### config.mk
export PLATFORM = sky130hd
export DESIGN_NAME = timer_pwm_ppg_output
export DESIGN_NICKNAME = d
export VERILOG_FILES = /design/src/include/pwm_ppg_pkg.sv /design/src/rtl/timer_pwm_ppg_output.sv /design/src/rtl/count_prescaler.sv
export SDC_FILE = /design/constraint.sdc
export NUM_CORES = 1
export LEC_CHECK = 0
export BUFFER_PORTS_ARGS = -buffer_cell sky130_fd_sc_hd__buf_4
export CAP_MARGIN = 20
export CORE_MARGIN = 1.5
export CORE_UTILIZATION = 30
export DETAILED_ROUTE_END_ITERATION = 6
export HOLD_SLACK_MARGIN = 0.03
export PLACE_DENSITY = 0.56
export SYNTH_ARGS = -nofsm -noshare
export SYNTH_HDL_FRONTEND = slang
export SYNTH_SLANG_ARGS = --single-unit
export TNS_END_PERCENT = 5
### constraint.sdc
create_clock -name clk -period 3 [get_ports clk]
set_input_delay 0.45 -clock clk [delete_from_list [all_inputs] [get_ports clk]]
set_output_delay 0.45 -clock clk [all_outputs]
set_load 0.03 [all_outputs]
### src/include/pwm_ppg_pkg.sv
// Purpose: Shared constants, types and helpers for the PWM/pulse timer.
// Assumes: 25 MHz clk, plain register port with one-cycle read latency.
// Notes: Register byte offsets, control layout and reset values live here.
package pwm_ppg_pkg;

    localparam int ADDR_W = 8;
    localparam int DATA_W = 32;
    localparam int CNT_W = 16;
    localparam int SEL_W = 4;
    localparam int PRE_W = 11;

    // Register byte offsets
    localparam logic [ADDR_W-1:0] OFF_CTRL = 8'h00;
    localparam logic [ADDR_W-1:0] OFF_CMP_A = 8'h04;
    localparam logic [ADDR_W-1:0] OFF_CMP_B = 8'h08;
    localparam logic [ADDR_W-1:0] OFF_STATUS = 8'h0c;

    // Count clock divider: base divide, largest selector code
    localparam logic [PRE_W-1:0] PRE_BASE = 11'h008;
    localparam logic [PRE_W-1:0] PRE_ONE = 11'h001;
    localparam logic [SEL_W-1:0] SEL_MAX = 4'h8;

    localparam logic [CNT_W-1:0] CNT_ZERO = 16'h0000;
    localparam logic [CNT_W-1:0] CNT_STEP = 16'h0001;
    localparam logic [CNT_W-1:0] BYTE_TOP = 16'h00ff;
    localparam logic [CNT_W-1:0] WORD_TOP = 16'hffff;
    localparam logic [7:0] HIGH_ZERO = 8'h00;

    // Pin level while reset (output disabled, select bits zero)
    localparam logic OUT_RST = 1'b1;

    // Status word: count in low half, active flags above
    localparam int STAT_ACT_A = 16;
    localparam int STAT_ACT_B = 17;

    typedef struct packed {
        logic [SEL_W-1:0] prescale_sel;  // bits 12:9
        logic active_level_b;            // bit 8
        logic output_enable_b;           // bit 7
        logic active_level_a;            // bit 6
        logic output_enable_a;           // bit 5
        logic compare_mode_select;       // bit 4
        logic clear_on_capture;          // bit 3
        logic clear_on_compare_b;        // bit 2
        logic count_width_select;        // bit 1
        logic count_run;                 // bit 0
    } ctrl_t;

    localparam int CTRL_W = $bits(ctrl_t);

    typedef struct packed {
        logic [ADDR_W-1:0] addr;
        logic [DATA_W-1:0] wdata;
        logic wr;
        logic rd;
    } reg_req_t;

    // Gray path: idle -> pwm -> programmable_pulse
    typedef enum logic [1:0] {
        MODE_IDLE = 2'b00,
        MODE_PWM = 2'b01,
        MODE_PULSE = 2'b11
    } mode_t;

    // Fold a value to the selected counter width
    function automatic logic [CNT_W-1:0] width_mask(
        input logic [CNT_W-1:0] val,
        input logic wide
    );
        width_mask = wide ? val : {HIGH_ZERO, val[7:0]};
    endfunction : width_mask

    // Pin level from enable, level select and logical active state
    function automatic logic pin_level(
        input logic enable,
        input logic alv,
        input logic active
    );
        if (!enable) begin
            pin_level = ~alv;
        end else begin
            pin_level = active ? ~alv : alv;
        end
    endfunction : pin_level

endpackage : pwm_ppg_pkg

### src/rtl/timer_pwm_ppg_output.sv
// Purpose: PWM and programmable_pulse output control of a 16-bit timer.
// Assumes: Software keeps to the documented mode settings and limits.
// Notes: Two pins driven from count matches against two compare values.
//
// Contract
// RULE1 - PWM period is one full count wrap; compare_a/b set widths.
// RULE2 - Software clears the clear and mode-select bits before PWM.
// RULE3 - Narrow width: PWM period lasts 256 count clocks.
// RULE4 - Wide width: PWM period lasts 65,536 count clocks.
// RULE5 - Width is compare times count clock; clock is clk over 8..2048.
// RULE6 - Software never loads zero into a compare during PWM.
// RULE7 - PWM output changes at most once per period on its match.
// RULE8 - Compare below current count gives full-period active output.
// RULE9 - Software rewrites a PWM compare from its own match interrupt.
// RULE10 - Stopping the counter drives the output to its active level.
// RULE11 - Disabled output shows the inverse of its level select.
// RULE12 - Pulse mode: out_a only, period compare_b+1, width compare_a.
// RULE13 - Software sets clear_on_compare_b, clears the rest, for pulses.
// RULE14 - Pulse mode: 1 <= compare_a <= compare_b, no zero compares.
// RULE15 - Pulse mode: out_a changes once per period at compare_a.
// RULE16 - compare_a at or below count before match gives full duty.
// RULE17 - compare_b below count stretches period to a full wrap.
// RULE18 - compare_b rewrite after match keeps inactive until overflow.
// RULE19 - compare_b rewrite before match: active, match, then overflow.
// RULE20 - Software rewrites compare_b from its own match interrupt.
// RULE21 - For short periods software polls flags with interrupts masked.
// RULE22 - Disabled output is high for select 0, low for select 1.
// RULE23 - PWM output goes active at zero and inactive on its match.
// RULE24 - Pulse mode clears count after compare_b match; out_a active.
// RULE25 - Separate interrupt requests on compare_a and compare_b match.
//
// Design decisions made here: the register addresses and the plain strobed port.
module timer_pwm_ppg_output
    import pwm_ppg_pkg::*;
(
    input wire logic clk,                 // 25 MHz system clock
    input wire logic rst_b,               // Async reset, active low
    input wire reg_req_t req,             // Register access request
    output logic [DATA_W-1:0] rdata,      // Read data, cycle after read
    output logic out_a,                   // Timer output pin A
    output logic out_b,                   // Timer output pin B
    output logic match_a_irq,             // compare_a match pulse
    output logic match_b_irq              // compare_b match pulse
);

    typedef struct packed {
        ctrl_t ctrl;
        mode_t mode;
        logic [CNT_W-1:0] compare_a;
        logic [CNT_W-1:0] compare_b;
        logic [CNT_W-1:0] timer_count;
        logic act_a;
        logic act_b;
        logic done_a;
        logic done_b;
        logic out_a;
        logic out_b;
        logic irq_a;
        logic irq_b;
        logic [DATA_W-1:0] rdata;
    } state_t;

    state_t state_q;
    state_t state_d;
    logic tick;
    logic [CNT_W-1:0] cmp_a_m;
    logic [CNT_W-1:0] cmp_b_m;
    logic [CNT_W-1:0] count_next;

    count_prescaler u_prescaler (
        .clk(clk),
        .rst_b(rst_b),
        .run(state_q.ctrl.count_run),
        .sel(state_q.ctrl.prescale_sel),
        .tick(tick)
    );

    // Compares folded to the active counter width
    assign cmp_a_m = width_mask(state_q.compare_a,
                                state_q.ctrl.count_width_select);
    assign cmp_b_m = width_mask(state_q.compare_b,
                                state_q.ctrl.count_width_select);

    always_comb begin
        state_d = state_q;
        state_d.irq_a = 1'b0;
        state_d.irq_b = 1'b0;
        state_d.rdata = '0;
        count_next = state_q.timer_count;

        // Register writes
        if (req.wr) begin
            unique case (req.addr)
                OFF_CTRL: begin
                    state_d.ctrl = ctrl_t'(req.wdata[CTRL_W-1:0]);
                end
                OFF_CMP_A: begin
                    state_d.compare_a = req.wdata[CNT_W-1:0];
                end
                OFF_CMP_B: begin
                    state_d.compare_b = req.wdata[CNT_W-1:0];
                end
                default: begin
                end
            endcase
        end

        // Register reads, unmapped reads return zero
        if (req.rd) begin
            unique case (req.addr)
                OFF_CTRL: begin
                    state_d.rdata = DATA_W'(state_q.ctrl);
                end
                OFF_CMP_A: begin
                    state_d.rdata = DATA_W'(state_q.compare_a);
                end
                OFF_CMP_B: begin
                    state_d.rdata = DATA_W'(state_q.compare_b);
                end
                OFF_STATUS: begin
                    state_d.rdata = DATA_W'(state_q.timer_count);
                    state_d.rdata[STAT_ACT_A] = state_q.act_a;
                    state_d.rdata[STAT_ACT_B] = state_q.act_b;
                end
                default: begin
                end
            endcase
        end

        // Mode follows run and the clear-on-compare_b setting
        if (!state_q.ctrl.count_run) begin
            state_d.mode = MODE_IDLE;
        end else if (state_q.ctrl.clear_on_compare_b) begin
            state_d.mode = MODE_PULSE;
        end else begin
            state_d.mode = MODE_PWM;
        end

        unique case (state_q.mode)
            MODE_IDLE: begin
                // Stopped: counter parked, outputs at active level
                state_d.timer_count = CNT_ZERO;
                state_d.act_a = 1'b1;                        // see RULE10
                state_d.act_b = 1'b1;                        // see RULE10
                state_d.done_a = 1'b0;
                state_d.done_b = 1'b0;
            end
            MODE_PWM, MODE_PULSE: begin
                if (tick) begin                              // see RULE5
                    if (state_q.mode == MODE_PULSE &&
                        state_q.timer_count == cmp_b_m) begin
                        count_next = CNT_ZERO;               // see RULE24
                    end else begin
                        // Full wrap at 8 or 16 bits
                        count_next = width_mask(             // see RULE1
                            state_q.timer_count + CNT_STEP,  // see RULE3
                            state_q.ctrl.count_width_select);// see RULE4
                    end
                    state_d.timer_count = count_next;
                    state_d.irq_a = (count_next == cmp_a_m); // see RULE25
                    state_d.irq_b = (count_next == cmp_b_m); // see RULE25
                    // A lowered compare_b is missed: period runs to wrap
                    if (count_next == CNT_ZERO) begin        // see RULE17
                        state_d.act_a = 1'b1;                // see RULE23
                        state_d.done_a = 1'b0;               // see RULE18
                        state_d.act_b = (state_q.mode == MODE_PWM);
                        state_d.done_b = 1'b0;
                    end
                    // One change per period, later matches ignored
                    if (count_next == cmp_a_m &&
                        !state_d.done_a) begin               // see RULE7
                        state_d.act_a = 1'b0;                // see RULE15
                        state_d.done_a = 1'b1;               // see RULE19
                    end
                    if (state_q.mode == MODE_PWM &&
                        count_next == cmp_b_m &&
                        !state_d.done_b) begin               // see RULE7
                        state_d.act_b = 1'b0;                // see RULE23
                        state_d.done_b = 1'b1;
                    end
                end
                // Pulse mode drives only out_a
                if (state_q.mode == MODE_PULSE) begin        // see RULE12
                    state_d.act_b = 1'b0;
                end
            end
            default: begin
                state_d.mode = MODE_IDLE;
            end
        endcase

        // Compare behind the count: no match until wrap, full duty
        state_d.out_a = pin_level(state_q.ctrl.output_enable_a, // see RULE11
                                  state_q.ctrl.active_level_a,  // see RULE22
                                  state_d.act_a);               // see RULE8
        state_d.out_b = pin_level(state_q.ctrl.output_enable_b, // see RULE11
                                  state_q.ctrl.active_level_b,  // see RULE22
                                  state_d.act_b);               // see RULE16
    end

    always_ff @(posedge clk or negedge rst_b) begin
        if (!rst_b) begin
            state_q <= '0;
            state_q.out_a <= OUT_RST;
            state_q.out_b <= OUT_RST;
        end else begin
            state_q <= state_d;
        end
    end

    assign rdata = state_q.rdata;
    assign out_a = state_q.out_a;
    assign out_b = state_q.out_b;
    assign match_a_irq = state_q.irq_a;
    assign match_b_irq = state_q.irq_b;

    // Checks
    chk_disabled_level: assert property ( // see RULE22
        @(posedge clk) disable iff (!rst_b)
        !state_q.ctrl.output_enable_a
        |=> out_a == !$past(state_q.ctrl.active_level_a))
        else $error("disabled out_a not at fixed level");

    chk_stop_active: assert property ( // see RULE10
        @(posedge clk) disable iff (!rst_b)
        (state_q.mode == MODE_IDLE) && state_q.ctrl.output_enable_b
        |=> out_b == !$past(state_q.ctrl.active_level_b))
        else $error("stopped out_b not at active level");

    chk_pulse_clear: assert property ( // see RULE24
        @(posedge clk) disable iff (!rst_b)
        (state_q.mode == MODE_PULSE) && tick &&
        (state_q.timer_count == cmp_b_m)
        |=> state_q.timer_count == CNT_ZERO && state_q.act_a)
        else $error("pulse period did not restart after compare_b");

    chk_byte_wrap: assert property ( // see RULE3
        @(posedge clk) disable iff (!rst_b)
        (state_q.mode == MODE_PWM) && tick &&
        !state_q.ctrl.count_width_select &&
        (state_q.timer_count == BYTE_TOP)
        |=> state_q.timer_count == CNT_ZERO)
        else $error("narrow count did not wrap after 256 clocks");

    chk_word_wrap: assert property ( // see RULE4
        @(posedge clk) disable iff (!rst_b)
        (state_q.mode == MODE_PWM) && tick &&
        state_q.ctrl.count_width_select &&
        (state_q.timer_count == WORD_TOP)
        |=> state_q.timer_count == CNT_ZERO)
        else $error("wide count did not wrap after 65536 clocks");

    chk_tick_only: assert property ( // see RULE5
        @(posedge clk) disable iff (!rst_b)
        (state_q.mode != MODE_IDLE) && (state_d.mode != MODE_IDLE) &&
        !tick
        |=> $stable(state_q.timer_count) && $stable(state_q.act_a))
        else $error("count or output moved without a count clock");

    chk_once_period: assert property ( // see RULE7
        @(posedge clk) disable iff (!rst_b)
        (state_q.mode != MODE_IDLE) && state_q.done_a &&
        !(tick && count_next == CNT_ZERO)
        |=> !state_q.act_a)
        else $error("out_a changed twice in one period");

    chk_match_irq: assert property ( // see RULE25
        @(posedge clk) disable iff (!rst_b)
        (state_q.mode != MODE_IDLE) && tick && (count_next == cmp_a_m)
        |=> match_a_irq ##1 !match_a_irq)
        else $error("compare_a match did not pulse its request");

    chk_match_inactive: assert property ( // see RULE23
        @(posedge clk) disable iff (!rst_b)
        (state_q.mode == MODE_PWM) && tick && !state_q.done_a &&
        (count_next == cmp_a_m) && (count_next != CNT_ZERO)
        |=> !state_q.act_a && state_q.done_a)
        else $error("out_a not inactive on its first match");

    chk_pulse_b_idle: assert property ( // see RULE12
        @(posedge clk) disable iff (!rst_b)
        (state_q.mode == MODE_PULSE) && (state_d.mode == MODE_PULSE)
        |=> !state_q.act_b)
        else $error("out_b active in pulse mode");

endmodule : timer_pwm_ppg_output

### src/rtl/count_prescaler.sv
// Purpose: Divides clk into the timer count clock (8 to 2048).
// Assumes: Selector codes 0..8; larger codes clamp to the slowest divide.
// Notes: Tick is a one-cycle pulse; the divider restarts while stopped.
module count_prescaler
    import pwm_ppg_pkg::*;
(
    input wire logic clk,                 // System clock
    input wire logic rst_b,               // Async reset, active low
    input wire logic run,                 // Counting enabled
    input wire logic [SEL_W-1:0] sel,     // Divide selector
    output logic tick                     // Count clock pulse
);

    typedef struct packed {
        logic [PRE_W-1:0] cnt;
        logic tick;
    } pre_state_t;

    pre_state_t state_q;
    pre_state_t state_d;

    function automatic logic [PRE_W-1:0] div_limit(
        input logic [SEL_W-1:0] code
    );
        logic [SEL_W-1:0] c;
        c = (code > SEL_MAX) ? SEL_MAX : code;
        div_limit = PRE_W'(PRE_BASE << c);
    endfunction : div_limit

    always_comb begin
        state_d = state_q;
        state_d.tick = 1'b0;
        if (!run) begin
            state_d.cnt = '0;
        end else if (state_q.cnt == div_limit(sel) - PRE_ONE) begin
            state_d.cnt = '0;
            state_d.tick = 1'b1;
        end else begin
            state_d.cnt = state_q.cnt + PRE_ONE;
        end
    end

    always_ff @(posedge clk or negedge rst_b) begin
        if (!rst_b) begin
            state_q <= '0;
        end else begin
            state_q <= state_d;
        end
    end

    assign tick = state_q.tick;

endmodule : count_prescaler

# Word-level counts from Yosys, hierarchy flattened
# Cells that the tools add are included.
[totals] word_cells=90 out_inout_bits=36 ram_bits=0 input_bits=44 rom_bits=0 mem_count=0 latchBits=0 regBits=115
[classes] n_div=0 n_eq_ne=10 n_bitwise=2 multipliers=0 addsub=3 n_reduce_logical=16 n_mux=32 shift=1 n_lt_le_gt_ge=1
[ops] cell="$mux W16" count=6
[ops] cell="$pmux W18 S4" count=1
[ops] cell="$eq A16 B16 Y1" count=3
[ops] cell="$pmux W20 S2" count=1
[ops] cell="$mux W11" count=2
[ops] cell="$mux W20" count=1
[ops] cell="$mux W18" count=1
[ops] cell="$add A16 B1 Y16 const B" count=1
[ops] cell="$eq A8 B4 Y1 const B" count=2
[ops] cell="$logic_not A16 Y1" count=1
[ops] cell="$mux W4" count=4
[ops] cell="$add A11 B1 Y11 const B" count=1
[ops] cell="$eq A11 B11 Y1" count=1
[ops] cell="$mux W1" count=11
[ops] cell="$shl A4 B4 Y11 const A" count=1
[ops] cell="$sub A11 B1 Y11 const B" count=1
[ops] cell="$mux W2" count=5
[ops] cell="$eq A8 B3 Y1 const B" count=1
[ops] cell="$logic_not A8 Y1" count=1
[ops] cell="$reduce_and A2 Y1" count=4
[ops] cell="$gt A4 B4 Y1 const B" count=1
[ops] cell="$logic_and A1 B1 Y1" count=4
[ops] cell="$reduce_or A3 Y1" count=1
[ops] cell="$eq A2 B1 Y1 const B" count=1
[ops] cell="7 further kinds" count=9

# Logic depth before layout (Yosys ltp)
# Gate-level depths: netlist of run 1.
[depth] ltp_word=18 mapped_depth=12 mapped_depth_nobuf=10

# Modules after synthesis
# A second synthesis of run 1 with hierarchy kept.
[unflattened] cells_unflattened=673 hier_area_um2=6596.3
[by_module_without_submodules] module="timer_pwm_ppg_output" instances=1 seq_area_each_um2=2229.6 area_per_inst_um2=5696.7 cells_per_inst=574
[by_module_without_submodules] module="count_prescaler" instances=1 seq_area_each_um2=300.3 area_per_inst_um2=899.6 cells_per_inst=99

# Least setup slack after synthesis of run 1
# No wires, ideal clock.
[synth_path] kind="register -> register" from="register state_q[40] (netlist name)" to="register out_a (netlist name)" path_buffers=1 t_arrival_ns=2.676 setup_time_ns=0.084 path_stages_with_launch=12 setup_slack_ns=0.240 t_required_ns=2.916 synth_period_minus_slack_ns=2.760 path_cell_list="dfrtp_1 > ha_1 > buf_2 > nand4_4 > or4_4 > and3_1 > a2111oi_2 > nand4_1 > o31ai_2 > and4_1 > o21ai_1 > xor2_1"
[synth_rtl] item="start, declared" line="timer_pwm_ppg_output.sv:63" source="state_t state_q;"
[synth_rtl] item="start signal, assigned" line="timer_pwm_ppg_output.sv:207" source="state_q <= state_d;"

==> results of run 1 <==
## layer usage
metal	up-vias	share of wire, %	track usage (%)
li1	2552	-	-
met1	2680	49	24.7
met2	153	45	27.0
met3	30	4.0	3.00
met4	0	2.6	6.04
met5	-	0	0
## cell usage in the layout (no fill, tap or decap), drive strengths merged, types with 15 or more instances in the layout
cell | netlist | final
buf | 54 | 151
dfrtp | 99 | 99
inv | 15 | 15
mux2 | 49 | 49
nand2 | 45 | 45
nand3 | 29 | 29
nand4 | 16 | 17
nor2 | 67 | 67
nor3 | 18 | 18
o21ai | 36 | 36
xnor2 | 27 | 27
xor2 | 18 | 18
## logic make-up (layout without fill, tap and decap cells)
kind of cell               after synthesis  in the layout  synth area share (%)
xor gates and xnor gates                47             47                  6.86
DFF                                    101            101                  39.5
AOI/OAI and AO/OA                      105            105                  11.4
muxes                                   68             68                  12.6
other                                    1             14                0.0586
adders and majority gates                3              3                 0.586
buffers and inverters                   88            182                  7.64
and+or+nand+nor                        252            253                  21.3
## cells in the mapped netlist, drive strengths merged (3+ instances only)
| library cell | number |
|---|---|
| a211oi | 4 |
| mux4 | 5 |
| and3 | 13 |
| a31oi | 3 |
| or3 | 6 |
| mux2 | 49 |
| o21a | 5 |
| inv | 15 |
| or4 | 7 |
| nand2b | 4 |
| a21oi | 11 |
| xnor2 | 27 |
| nor2 | 67 |
| o31ai | 6 |
| and4 | 3 |
| buf | 54 |
| nand2 | 45 |
| nand4 | 16 |
| a221oi | 9 |
| nor2b | 8 |
| or2 | 4 |
| a2111oi | 3 |
| ha | 3 |
| clkbuf | 19 |
| xor2 | 18 |
| and2 | 9 |
| nor3 | 18 |
| nand3 | 29 |
| nor4 | 12 |
| dfrtp | 99 |
| o221ai | 3 |
| mux2i | 14 |
| o21ai | 36 |
| a22oi | 7 |
## where the power goes
| part | leakage (nW) | total (mW) | internal (mW) | switching, mW |
|---|---|---|---|---|
| logic | 2.20 | 0.322 | 0.139 | 0.182 |
| registers | 1.37 | 1.44 | 1.39 | 0.0478 |
| clock network | 0.153 | 1.29 | 0.754 | 0.533 |
## worst max-delay path by stage
stage	from	to	slack (ps)	cells after the start
after floorplan	state_q[40]$_DFFE_PN0P_	out_a$_DFF_PN1_	240	11
after global placement	state_q[40]$_DFFE_PN0P_	state_q[38]$_DFF_PN0_	30	11
after detailed placement	state_q[41]$_DFFE_PN0P_	out_a$_DFF_PN1_	-20	12
after CTS	state_q[40]$_DFFE_PN0P_	out_b$_DFF_PN1_	10	11
after global routing	state_q[42]$_DFFE_PN0P_	out_b$_DFF_PN1_	-70	12
final	state_q[43]$_DFFE_PN0P_	out_a$_DFF_PN1_	40	10
## repair_timing
action	4_1_cts	5_1_grt
gates cloned	0	1
pin swaps	0	10
setup endpoints to repair	1	6
buffers inserted	0	15
gates resized for setup	3	32
## state kept, by name, summed over array words and instances (netlist names)
register and flops:
state_q 67, rdata 18, u_prescaler.state_q 11, match_a_irq 1, match_b_irq 1, out_a 1, out_b 1, u_prescaler.tick 1
## critical path: stages (launching register included)
cell and delay [ps]:
dfrtp_2 450, buf_4 200, xor2_1 210, or4_4 550, nor3_1 140, nand3_1 120, or4_1 490, a22oi_2 230
and4_1 270, o21ai_1 80, xor2_1 140
## through the flow
stage	cell area [um2]	power (mW)	TNS [ps]	util [%]	worst slack, ps
3_3_place_gp	7410	1.78	0	35.4	25.7
6_report	8070	3.05	0	38.5	36.3
4_1_cts	7750	3.07	0	37.0	12.5
5_1_grt	8070	3.18	-138	38.5	-65.6
2_1_floorplan	6450	1.65	0	-	240
3_5_place_dp	7410	1.78	-22.6	35.4	-22.6
## layout make-up
class / instances / area [um2]
tap: 275 / 344
timing repair buffer: 151 / 1200
multi-input combinational: 490 / 3610
clock inverter: 4 / 72.6
fill: 2161 / 12900
sequential: 101 / 2540
inverter: 15 / 56.3
clock buffer: 12 / 246
==> results.md, run 1 <==
- Status: finished clean
- Initial Utilization: 30.5%
- CP endpoint kind: flip-flop
- Final RePlAce weighted congestion: roughly 0.91
- Die footprint: about 22000 um2
- Final period util: 98.8%
- Final HPWL DP: 13.8 mm
- Final wirelength: 19.3 mm
- Post-synth ARST share: 100%
- Initial DRC Count: 429
- CP Launch Type: flip-flop
- Crit path required time: between 3000 and 4000 ps
- Final std cells w/o fill: around 1000
- Number of I/O pins: 80
- DR vias: approximately 5400
- Syn avg cell area: 9.63 um2
- Clk sinks: approximately 100
- Ys flop type: dfrtp_1
- Die height: 149 um
- Fraction of layout instances using a drive strength above 1: 33.9%
- Hold Crit Class: in -> async
- Tmin final: 2960 ps
- WP data arrival: 3250 ps
- WS Path Type: reg -> reg
- Antenna diodes: 0
- Cell count of the worst reg-to-reg path: 10
- Synth warnings: 0
- Detail Route Antenna Nets: 0
- Register area share after synthesis: between 30% and 40%
- DR vias/cell: 5.17
- Yosys top cell area share: between 30% and 40%
- # setup viols final: 0
- Min Hold Slack: 147 ps
- Core area: 21000 um2
- Post-synth EDFFs: 0
- Worst-Skew Late Latency: 360 ps
- Residual DRC count: 0
- Maximum clock path buffer count: 2
- Tot GR Track Use: about 18%
- Largest net degree at the start of global routing: between 100 and 150
- RSZ-0062 raised after global routing: yes
- DP Cell Count: 1016
- IO Port Bufs: 49
- Num rows: between 50 and 60
- Reg-to-Reg End: out_a$_DFF_PN1_
- First-pass GRT wire length: just under 30 mm
- Worst-path fanout max: 10
- Area delta synth->final: 26.1%
- Fmax: 337 MHz
- Die width: 149 um
- Root Buffer: clkbuf_16
- Flop-to-flop setup slack: 40 ps
- Grt total ovfl: 0
- Routed wire length per instance: 18.4 um
- Synthesized area: about 6400 um2
- Initial antenna violation count: 0
- Rel. slew slack: 62.6%
- Seq cells post-synth: 101
- NumNets Final: between 800 and 900
- Origin of the critical flop-to-flop path: state_q[43]$_DFFE_PN0P_
- Gate count of the mapped netlist: roughly 670
- CTS tree: done
- Layout Skew: 8.67 ps
- Vias in the first global route: 5152
- CTS buffer count: 9
- Static Leak: 3.73 nW
- Synth cell types: 73
- Cell taking the most area after synthesis: dfrtp_1
- Cell area power density: about 380 nW/um2
- Max-Cap Viols: 0
- H-Tree Depth: 3
- Top area cells in the synthesized netlist: dfrtp_1 (39%), mux2_2 (8.6%), buf_4 (4.2%)
- Slew Viols, Final: 0
- Max IR drop VDD: 0.000219 V
- Final Hold Fails: 0
- Initial DRT Pass Iterations: 4
- Hold_buf cts: 0
- Measured slew at the worst slew-check pin: between 500 and 600 ps
- Clock-pin slew on the worst setup and hold paths: 70 ps
(Power assumes the default switching activity.)
==> inputs of run 2 (changes only) <==
Settings changed: SYNTH_HIERARCHICAL set to 1.
==> run 2 against run 1 <==
Effect of this change:
- the flow now finishes with violations (negative setup slack)
- combinational power grew 3%
- synthesized cell count rose by 1.2%
- synthesized area rose by 3.0%
- worst setup slack got worse by 59 ps
- critical path depth is the same
==> results.md, run 2 <==
- CTS buffer count: 9 (unchanged)
- Vias in the first global route: 5468 (+6.1%)
- Layout Skew: 9.20 ps (+0.527 ps)
- Root Buffer: clkbuf_16
- Largest reg by FF count: state_q
- Max-Cap Viols: 0 (unchanged)
- Initial DRT Pass Iterations: 7 (+3)
- WP data arrival: 3320 ps (+70 ps)
- Fin worst setup slack: -22.7 ps (-59.0 ps)
- DR vias: 5642 (+4.2%)
- Slew Viols, Final: 0 (unchanged)
- Register area share after synthesis: 38.4% (-1.2 points)
- Crit path required time: 3290 ps (about the same)
- NumNets Final: 814 (-0.12%)
- DP Cell Count: 1020 (+0.39%)
- Post-Layout Inst Area: 8130 um2 (+0.71%)
- Final period util: 101% (+2.0 points)
- Rel. slew slack: 38.5% (-24 points)
- Cell area power density: 367 nW/um2 (-3.0%)
- Fmax: 331 MHz (-2.0%)
- RSZ-0062 raised after global routing: yes
- Gate count of the mapped netlist: 673 (+1.2%)
- Clock-pin slew on the worst setup and hold paths: 70 ps (about the same)
- Commonest non-fill, non-tap cell in the layout: buf_4
- Antenna diodes: 0 (unchanged)
- Post-synth EDFFs: 0 (unchanged)
- Grt total ovfl: 0 (unchanged)
- Initial Utilization: 30.4% (-0.13 points)
- Final Hold Fails: 0 (unchanged)
- Maximum clock path buffer count: 2 (unchanged)
- Failing checks: negative setup slack
- DR vias/cell: 5.36 (+3.8%)
- Core area: 21700 um2 (+3.5%)
- Cell taking the most area after synthesis: dfrtp_1
- Setup TNS: -24.2 ps (-24.2 ps)
- Post-synth ARST share: 100% (unchanged)
- # setup viols final: 2 (+2)
- Worst-path fanout max: 4 (-6)
- Met1 Usage GRT: 25.0% (+0.29 points)
- Initial DRC Count: 473 (+10%)
- Most common cell in the netlist: dfrtp_1
- Met2 Usage GRT: 29.7% (+2.7 points)
- Num rows: 54 (+1.9%)
- GRT met3 Usage: 2.41% (-0.59 points)
- Die height: 151 um (+1.5%)
- Fraction of layout instances using a drive strength above 1: 34.1% (+0.17 points)
- Synth warnings: 6 (+6)
- Static Leak: 3.61 nW (-3.2%)
- Die footprint: 22900 um2 (+3.0%)
- Measured slew at the worst slew-check pin: 919 ps (+366 ps)
- Commonest cells after routing, fill and taps aside: buf_4 (140), dfrtp_1 (97), mux2_2 (48), nand2_1 (47), nor2_1 (39)
- Initial antenna violation count: 0 (unchanged)
- Total placed instance area: 7540 um2 (+1.7%)
- Fill cells: 2168 (+0.32%)
- Largest net degree at the start of global routing: 78 (-24%)
- Detail Route Antenna Nets: 0 (unchanged)
- Seq cells post-synth: 101 (unchanged)
- Worst-Skew Late Latency: 360 ps (about the same)
- Largest register FFs: 67 (unchanged)
- Tot GR Track Use: 18.4% (+0.86 points)
- Synth cell types: 85 (+16%)
- Routed wire length per instance: 19.2 um (+4.3%)
- Clk sinks: 101 (unchanged)
- Final std cells w/o fill: 1052 (+0.38%)
- Tmin final: 3020 ps (+59.0 ps)
- Area delta synth->final: 23.3%
- Final HPWL DP: 15.2 mm (+9.5%)
- Status: finished with violations
- Final RePlAce weighted congestion: 0.927 (+2.4%)
- Max IR drop VDD: 0.000298 V (+36%)
- Ys flop type: dfrtp_1
- Syn avg cell area: 9.80 um2 (+1.8%)
- Number of I/O pins: 80 (unchanged)
- IO Port Bufs: 49 (unchanged)
- Residual DRC count: 0 (unchanged)
- CTS tree: done
- WS Path Type: reg -> reg
- CP endpoint kind: flip-flop
- Die width: 151 um (+1.5%)
- Top area cells in the synthesized netlist: dfrtp_1 (38%), mux2_2 (8.2%), buf_4 (4.1%)
- CP Launch Type: flip-flop
- Synth top cells by count: dfrtp_1 (99), mux2_2 (48), nand2_1 (47)
- Final wirelength: 20.2 mm (+4.7%)
- H-Tree Depth: 3 (unchanged)
- Hold Crit Class: in -> reg
- Yosys top cell area share: 37.6% (-1.1 points)
- Most Used Layer, Global Route: met2
- Synthesized area: 6600 um2 (+3.0%)
- First-pass GRT wire length: 31.5 mm (+6.0%)
run 2: cell types whose count changed after synthesis, moves of 5 or more:
| cell | before | now |
|---|---|---|
| nand4_1 | 13 | 8 |
| xnor2_1 | 27 | 22 |
| a21o_1 | 0 | 6 |
| nor2_1 | 67 | 39 |
| mux2i_1 | 14 | 8 |
| nor4_1 | 8 | 13 |
| nand3_1 | 28 | 21 |
| clkbuf_1 | 19 | 29 |
| a31oi_1 | 3 | 17 |
| buf_6 | 1 | 6 |
| o22ai_1 | 1 | 6 |
| buf_2 | 13 | 7 |
run 2: cell type report:
class | instances | area (um2) | area share, %
flip-flops and latches | 101 | 2530 | 31.1
repair buffers | 150 | 1180 | 14.5
well taps | 280 | 350 | 4.31
multi-input cells | 492 | 3710 | 45.7
inverters | 13 | 48.8 | 0.600
clock inverters | 7 | 80.1 | 0.985
clock buffers | 9 | 225 | 2.77
run 2: metrics by stage:
step	util, %	power [mW]	hold WS (ps)	worst slack (ps)
floorplan	-	1.67	154	232
global placement	34.8	1.79	395	-47.0
detailed placement	34.8	1.80	397	-40.9
CTS	36.5	3.00	326	-7.50
global route	37.5	3.11	330	-140
finish	37.5	2.98	330	-22.7
run 2: power breakdown:
group,internal (mW),switching (mW)
Sequential,1.39,0.0571
Clock,0.594,0.605
Combinational,0.140,0.191
Total,2.13,0.853
run 2: path summary, 6_finish.rpt:
kind,to,depth (start not counted),from,slack [ps]
hold / removal,state_q[71]$_DFFE_PN0P_,2,req[17],330
hold reg to reg,out_a$_DFF_PN1_,1,state_q[96]$_DFFE_PN0P_,480
max in group asynchronous,out_a$_DFF_PN1_,3,rst_b,1690
min in group asynchronous,state_q[54]$_DFFE_PN0P_,2,rst_b,540
setup / recovery,out_b$_DFF_PN1_,10,state_q[53]$_DFFE_PN0P_,-20
setup reg to reg,out_b$_DFF_PN1_,10,state_q[53]$_DFFE_PN0P_,-20
run 2: cell families after synthesis:
logic type	after synthesis	share of synthesized area (%)
compound gates	158	17.1
fa+ha+maj	3	0.569
flops	101	38.4
other cells	1	0.0568
mux	63	11.8
xor+xnor	37	5.12
simple gates	217	18.8
buf+inv	93	8.16
run 2: critical path, cell delays in order, from the launching register on:
cell and delay, ps:
dfrtp_1 380, nor2b_4 130, or4_4 540, nor4_4 440, buf_4 190, a31oi_2 100
xor2_1 200, nand3b_1 230, nor4b_4 330, a31o_1 200, and4b_1 220
run 2: timing repair:
action,in CTS,in global routing
pin swaps,5,21
setup buffers,4,12
resized for setup,7,25
hold buffers,1,0
setup endpoints to repair,4,9
endpoints found under the hold margin,24,0
run 2: metal layers:
metal / up-vias / share of wire, %
met3: 34 / 5.8
met1: 2812 / 45
met5: - / 0
met2: 164 / 47
li1: 2632 / -
met4: 0 / 2.1
==> inputs of run 3 (changes only) <==
Settings changed: CELL_PAD_IN_SITES_DETAIL_PLACEMENT set to 2, CELL_PAD_IN_SITES_GLOBAL_PLACEMENT set to 2, PLACE_DENSITY 0.56 to unset, PLACE_DENSITY_LB_ADDON set to 0.1.
==> run 3 against run 2 <==
Effect of this change:
- the run now ends clean
- wire length increased by 28%
- utilization rose by 0.60 points
- count of clock-buffer cells in the layout stayed put
- final cell count up 0.19%
- sequential cell count unchanged
- critical path depth is 2 higher
- register-to-register slack gained 70 ps
- total power up 1.2%
- die area is the same
- first-iteration DRC count fell by 58%
- via count up 3.0%
- combinational power is 11% higher
==> results.md, run 3 (synthesized netlist as in run 2, its figures left out) <==
- WS Path Type: reg -> reg
- Die height: 151 um (unchanged)
- Sw Ratio: 29.4% (+0.82 points)
- Initial DRT Pass Iterations: 4 (-3)
- CTS buffer count: 9 (unchanged)
- Clock Power Share: 39.9% (-0.3 points)
- Final Hold Fails: 0 (unchanged)
- CP max stage cell: dfrtp_1
- Hold_buf cts: 0 (-1)
- Cell area power density: 365 nW/um2 (-0.41%)
- Die footprint: 22900 um2 (unchanged)
- P_sw: 0.888 mW (+4.1%)
- # setup viols final: 0 (-2)
- Antenna diodes: 0 (unchanged)
- Flop-to-flop setup slack: 50 ps (+70 ps)
- CP endpoint kind: flip-flop
- DP Cell Count: 1027 (+0.69%)
- Max IR drop VDD: 0.000238 V (-20%)
- CP max stage delay: 400 ps (-140 ps)
- IO Port Bufs: 49 (unchanged)
- Final wirelength: 25.8 mm (+28%)
- Sequential power share: 47.9% (-0.8 points)
- Core area: 21700 um2 (unchanged)
- Initial DRC Count: 198 (-58%)
- Vias in the first global route: 6491 (+19%)
- CP bufs+invs: 3 (+2)
- Initial antenna violation count: 0 (unchanged)
- Root Buffer: clkbuf_16
- Num rows: 54 (unchanged)
- Number of I/O pins: 80 (unchanged)
- Initial Utilization: 30.4% (unchanged)
- Status: finished clean
- Die width: 151 um (unchanged)
- Crit path required time: 3290 ps (about the same)
- Fmax: 339 MHz (+2.5%)
- Final HPWL DP: 19.6 mm (+30%)
- DR vias/cell: 5.51 (+2.8%)
- Area delta synth->final: 25.2%
- H-Tree Depth: 3 (unchanged)
- Clk sinks: 101 (unchanged)
- Slew Viols, Final: 0 (unchanged)
- Final std cells w/o fill: 1054 (+0.19%)
- Max-Cap Viols: 0 (unchanged)
- Commonest cells after routing, fill and taps aside: buf_4 (147), dfrtp_1 (99), mux2_2 (48), nand2_1 (47), nor2_1 (38)
- Hold Crit Class: in -> async
- Clock-pin slew on the worst setup and hold paths: 80 ps (about the same)
- CTS tree: done
- CP top delay family: compound AO/OA/AOI/OAI gates
- Largest reg by FF count: state_q
- Detail Route Antenna Nets: 0 (unchanged)
- Residual DRC count: 0 (unchanged)
- DR vias: 5810 (+3.0%)
- Fill cells: 2366 (+9.1%)
- Most frequent CP cell: buf_4
- CP Launch Type: flip-flop
- Reg-to-Reg End: out_a$_DFF_PN1_
- Maximum clock path buffer count: 2 (unchanged)
- Origin of the critical flop-to-flop path: state_q[52]$_DFFE_PN0P_
- Fraction of layout instances using a drive strength above 1: 36.3% (+2.2 points)
- NumNets Final: 816 (+0.25%)
- Static Leak: 3.68 nW (+2.0%)
- Fin util: 38.1% (+0.60 points)
- Worst-Skew Late Latency: 370 ps (about the same)
- WP data arrival: 3240 ps (-80 ps)
- First-pass GRT wire length: 39.5 mm (+25%)
- Largest net degree at the start of global routing: 50 (-36%)
- Rel. slew slack: 29.4% (-9.1 points)
- Largest register FFs: 67 (unchanged)
- Final RePlAce weighted congestion: 0.860 (-7.2%)
- Commonest non-fill, non-tap cell in the layout: buf_4
- Layout Skew: 11.0 ps (+1.84 ps)
- Comb pwr share: 12.2% (+1.1 points)
- Final period util: 98.3% (-2.4 points)
- Routed wire length per instance: 24.5 um (+27%)
- Measured slew at the worst slew-check pin: 1050 ps (+135 ps)
- Critical Path Start: state_q[52]$_DFFE_PN0P_
- Crit-path cells: buf_4 > nand2b_1 > a31oi_4 > nor4_4 > buf_4 > and3_2 > buf_4 > a311oi_2 > o221ai_2 > a2111oi_4 > o21a_1 > xnor2_1
- Tot GR Track Use: 23.7% (+5.3 points)
- Grt total ovfl: 0 (unchanged)
- Worst-path fanout max: 12 (+8)
- Tmin final: 2950 ps (-72.4 ps)
- Cell count of the worst reg-to-reg path: 12 (+2)
- Int Power: 2.13 mW (about the same)
- RSZ-0062 raised after global routing: yes
- Min Hold Slack: 120 ps (-210 ps)
run 3: worst max path at each step:
stage                                  to  slack, ps  cells after the start
after floorplan           out_a$_DFF_PN1_        230                     10
after global placement    out_a$_DFF_PN1_       -130                     11
after detailed placement  out_a$_DFF_PN1_       -210                     11
after CTS                 out_a$_DFF_PN1_        -20                     11
after global routing      out_b$_DFF_PN1_        -80                     13
final                     out_a$_DFF_PN1_         50                     12
run 3: layer usage:
metal / track usage, % / part of all wire (%)
met5: 0 / 0
met4: 9.08 / 3.4
met3: 3.19 / 2.7
met2: 40.8 / 49
met1: 29.8 / 44
run 3: per-stage QoR:
| stage | TNS, ps | setup slack [ps] | power (mW) | instance area, um2 |
|---|---|---|---|---|
| 3_5_place_dp | -530 | -207 | 1.82 | 7590 |
| 3_3_place_gp | -431 | -129 | 1.81 | 7590 |
| 6_report | 0 | 49.7 | 3.02 | 8260 |
| 4_1_cts | -17.4 | -17.4 | 3.05 | 8040 |
| 2_1_floorplan | 0 | 232 | 1.67 | 6650 |
| 5_1_grt | -161 | -84.9 | 3.14 | 8260 |
run 3: timing repair:
item / 4_1_cts / 5_1_grt
cloned: 0 / 0
endpoints found under the setup margin: 7 / 6
pin swaps: 8 / 10
resized for setup: 12 / 34
setup buffers: 10 / 2
run 3: layout make-up:
cell class              instances  area [um2]  share of cell area [%]
multi-input cells             492        3850                    46.6
clock buffers                   9         225                    2.73
inverters                      13        48.8                   0.591
flip-flops and latches        101        2530                    30.6
repair buffers                152        1190                    14.4
clock inverters                 7        70.1                   0.848
well taps                     280         350                    4.24
run 3: power groups by stage:
| stage | Clock, mW | Combinational, mW | Sequential (mW) |
|---|---|---|---|
| after detailed placement | 0 | 0.354 | 1.47 |
| final | 1.20 | 0.368 | 1.45 |
| after global routing | 1.29 | 0.400 | 1.45 |
| after global placement | 0 | 0.341 | 1.47 |
| after floorplan | 0 | 0.213 | 1.45 |
| after CTS | 1.25 | 0.359 | 1.44 |
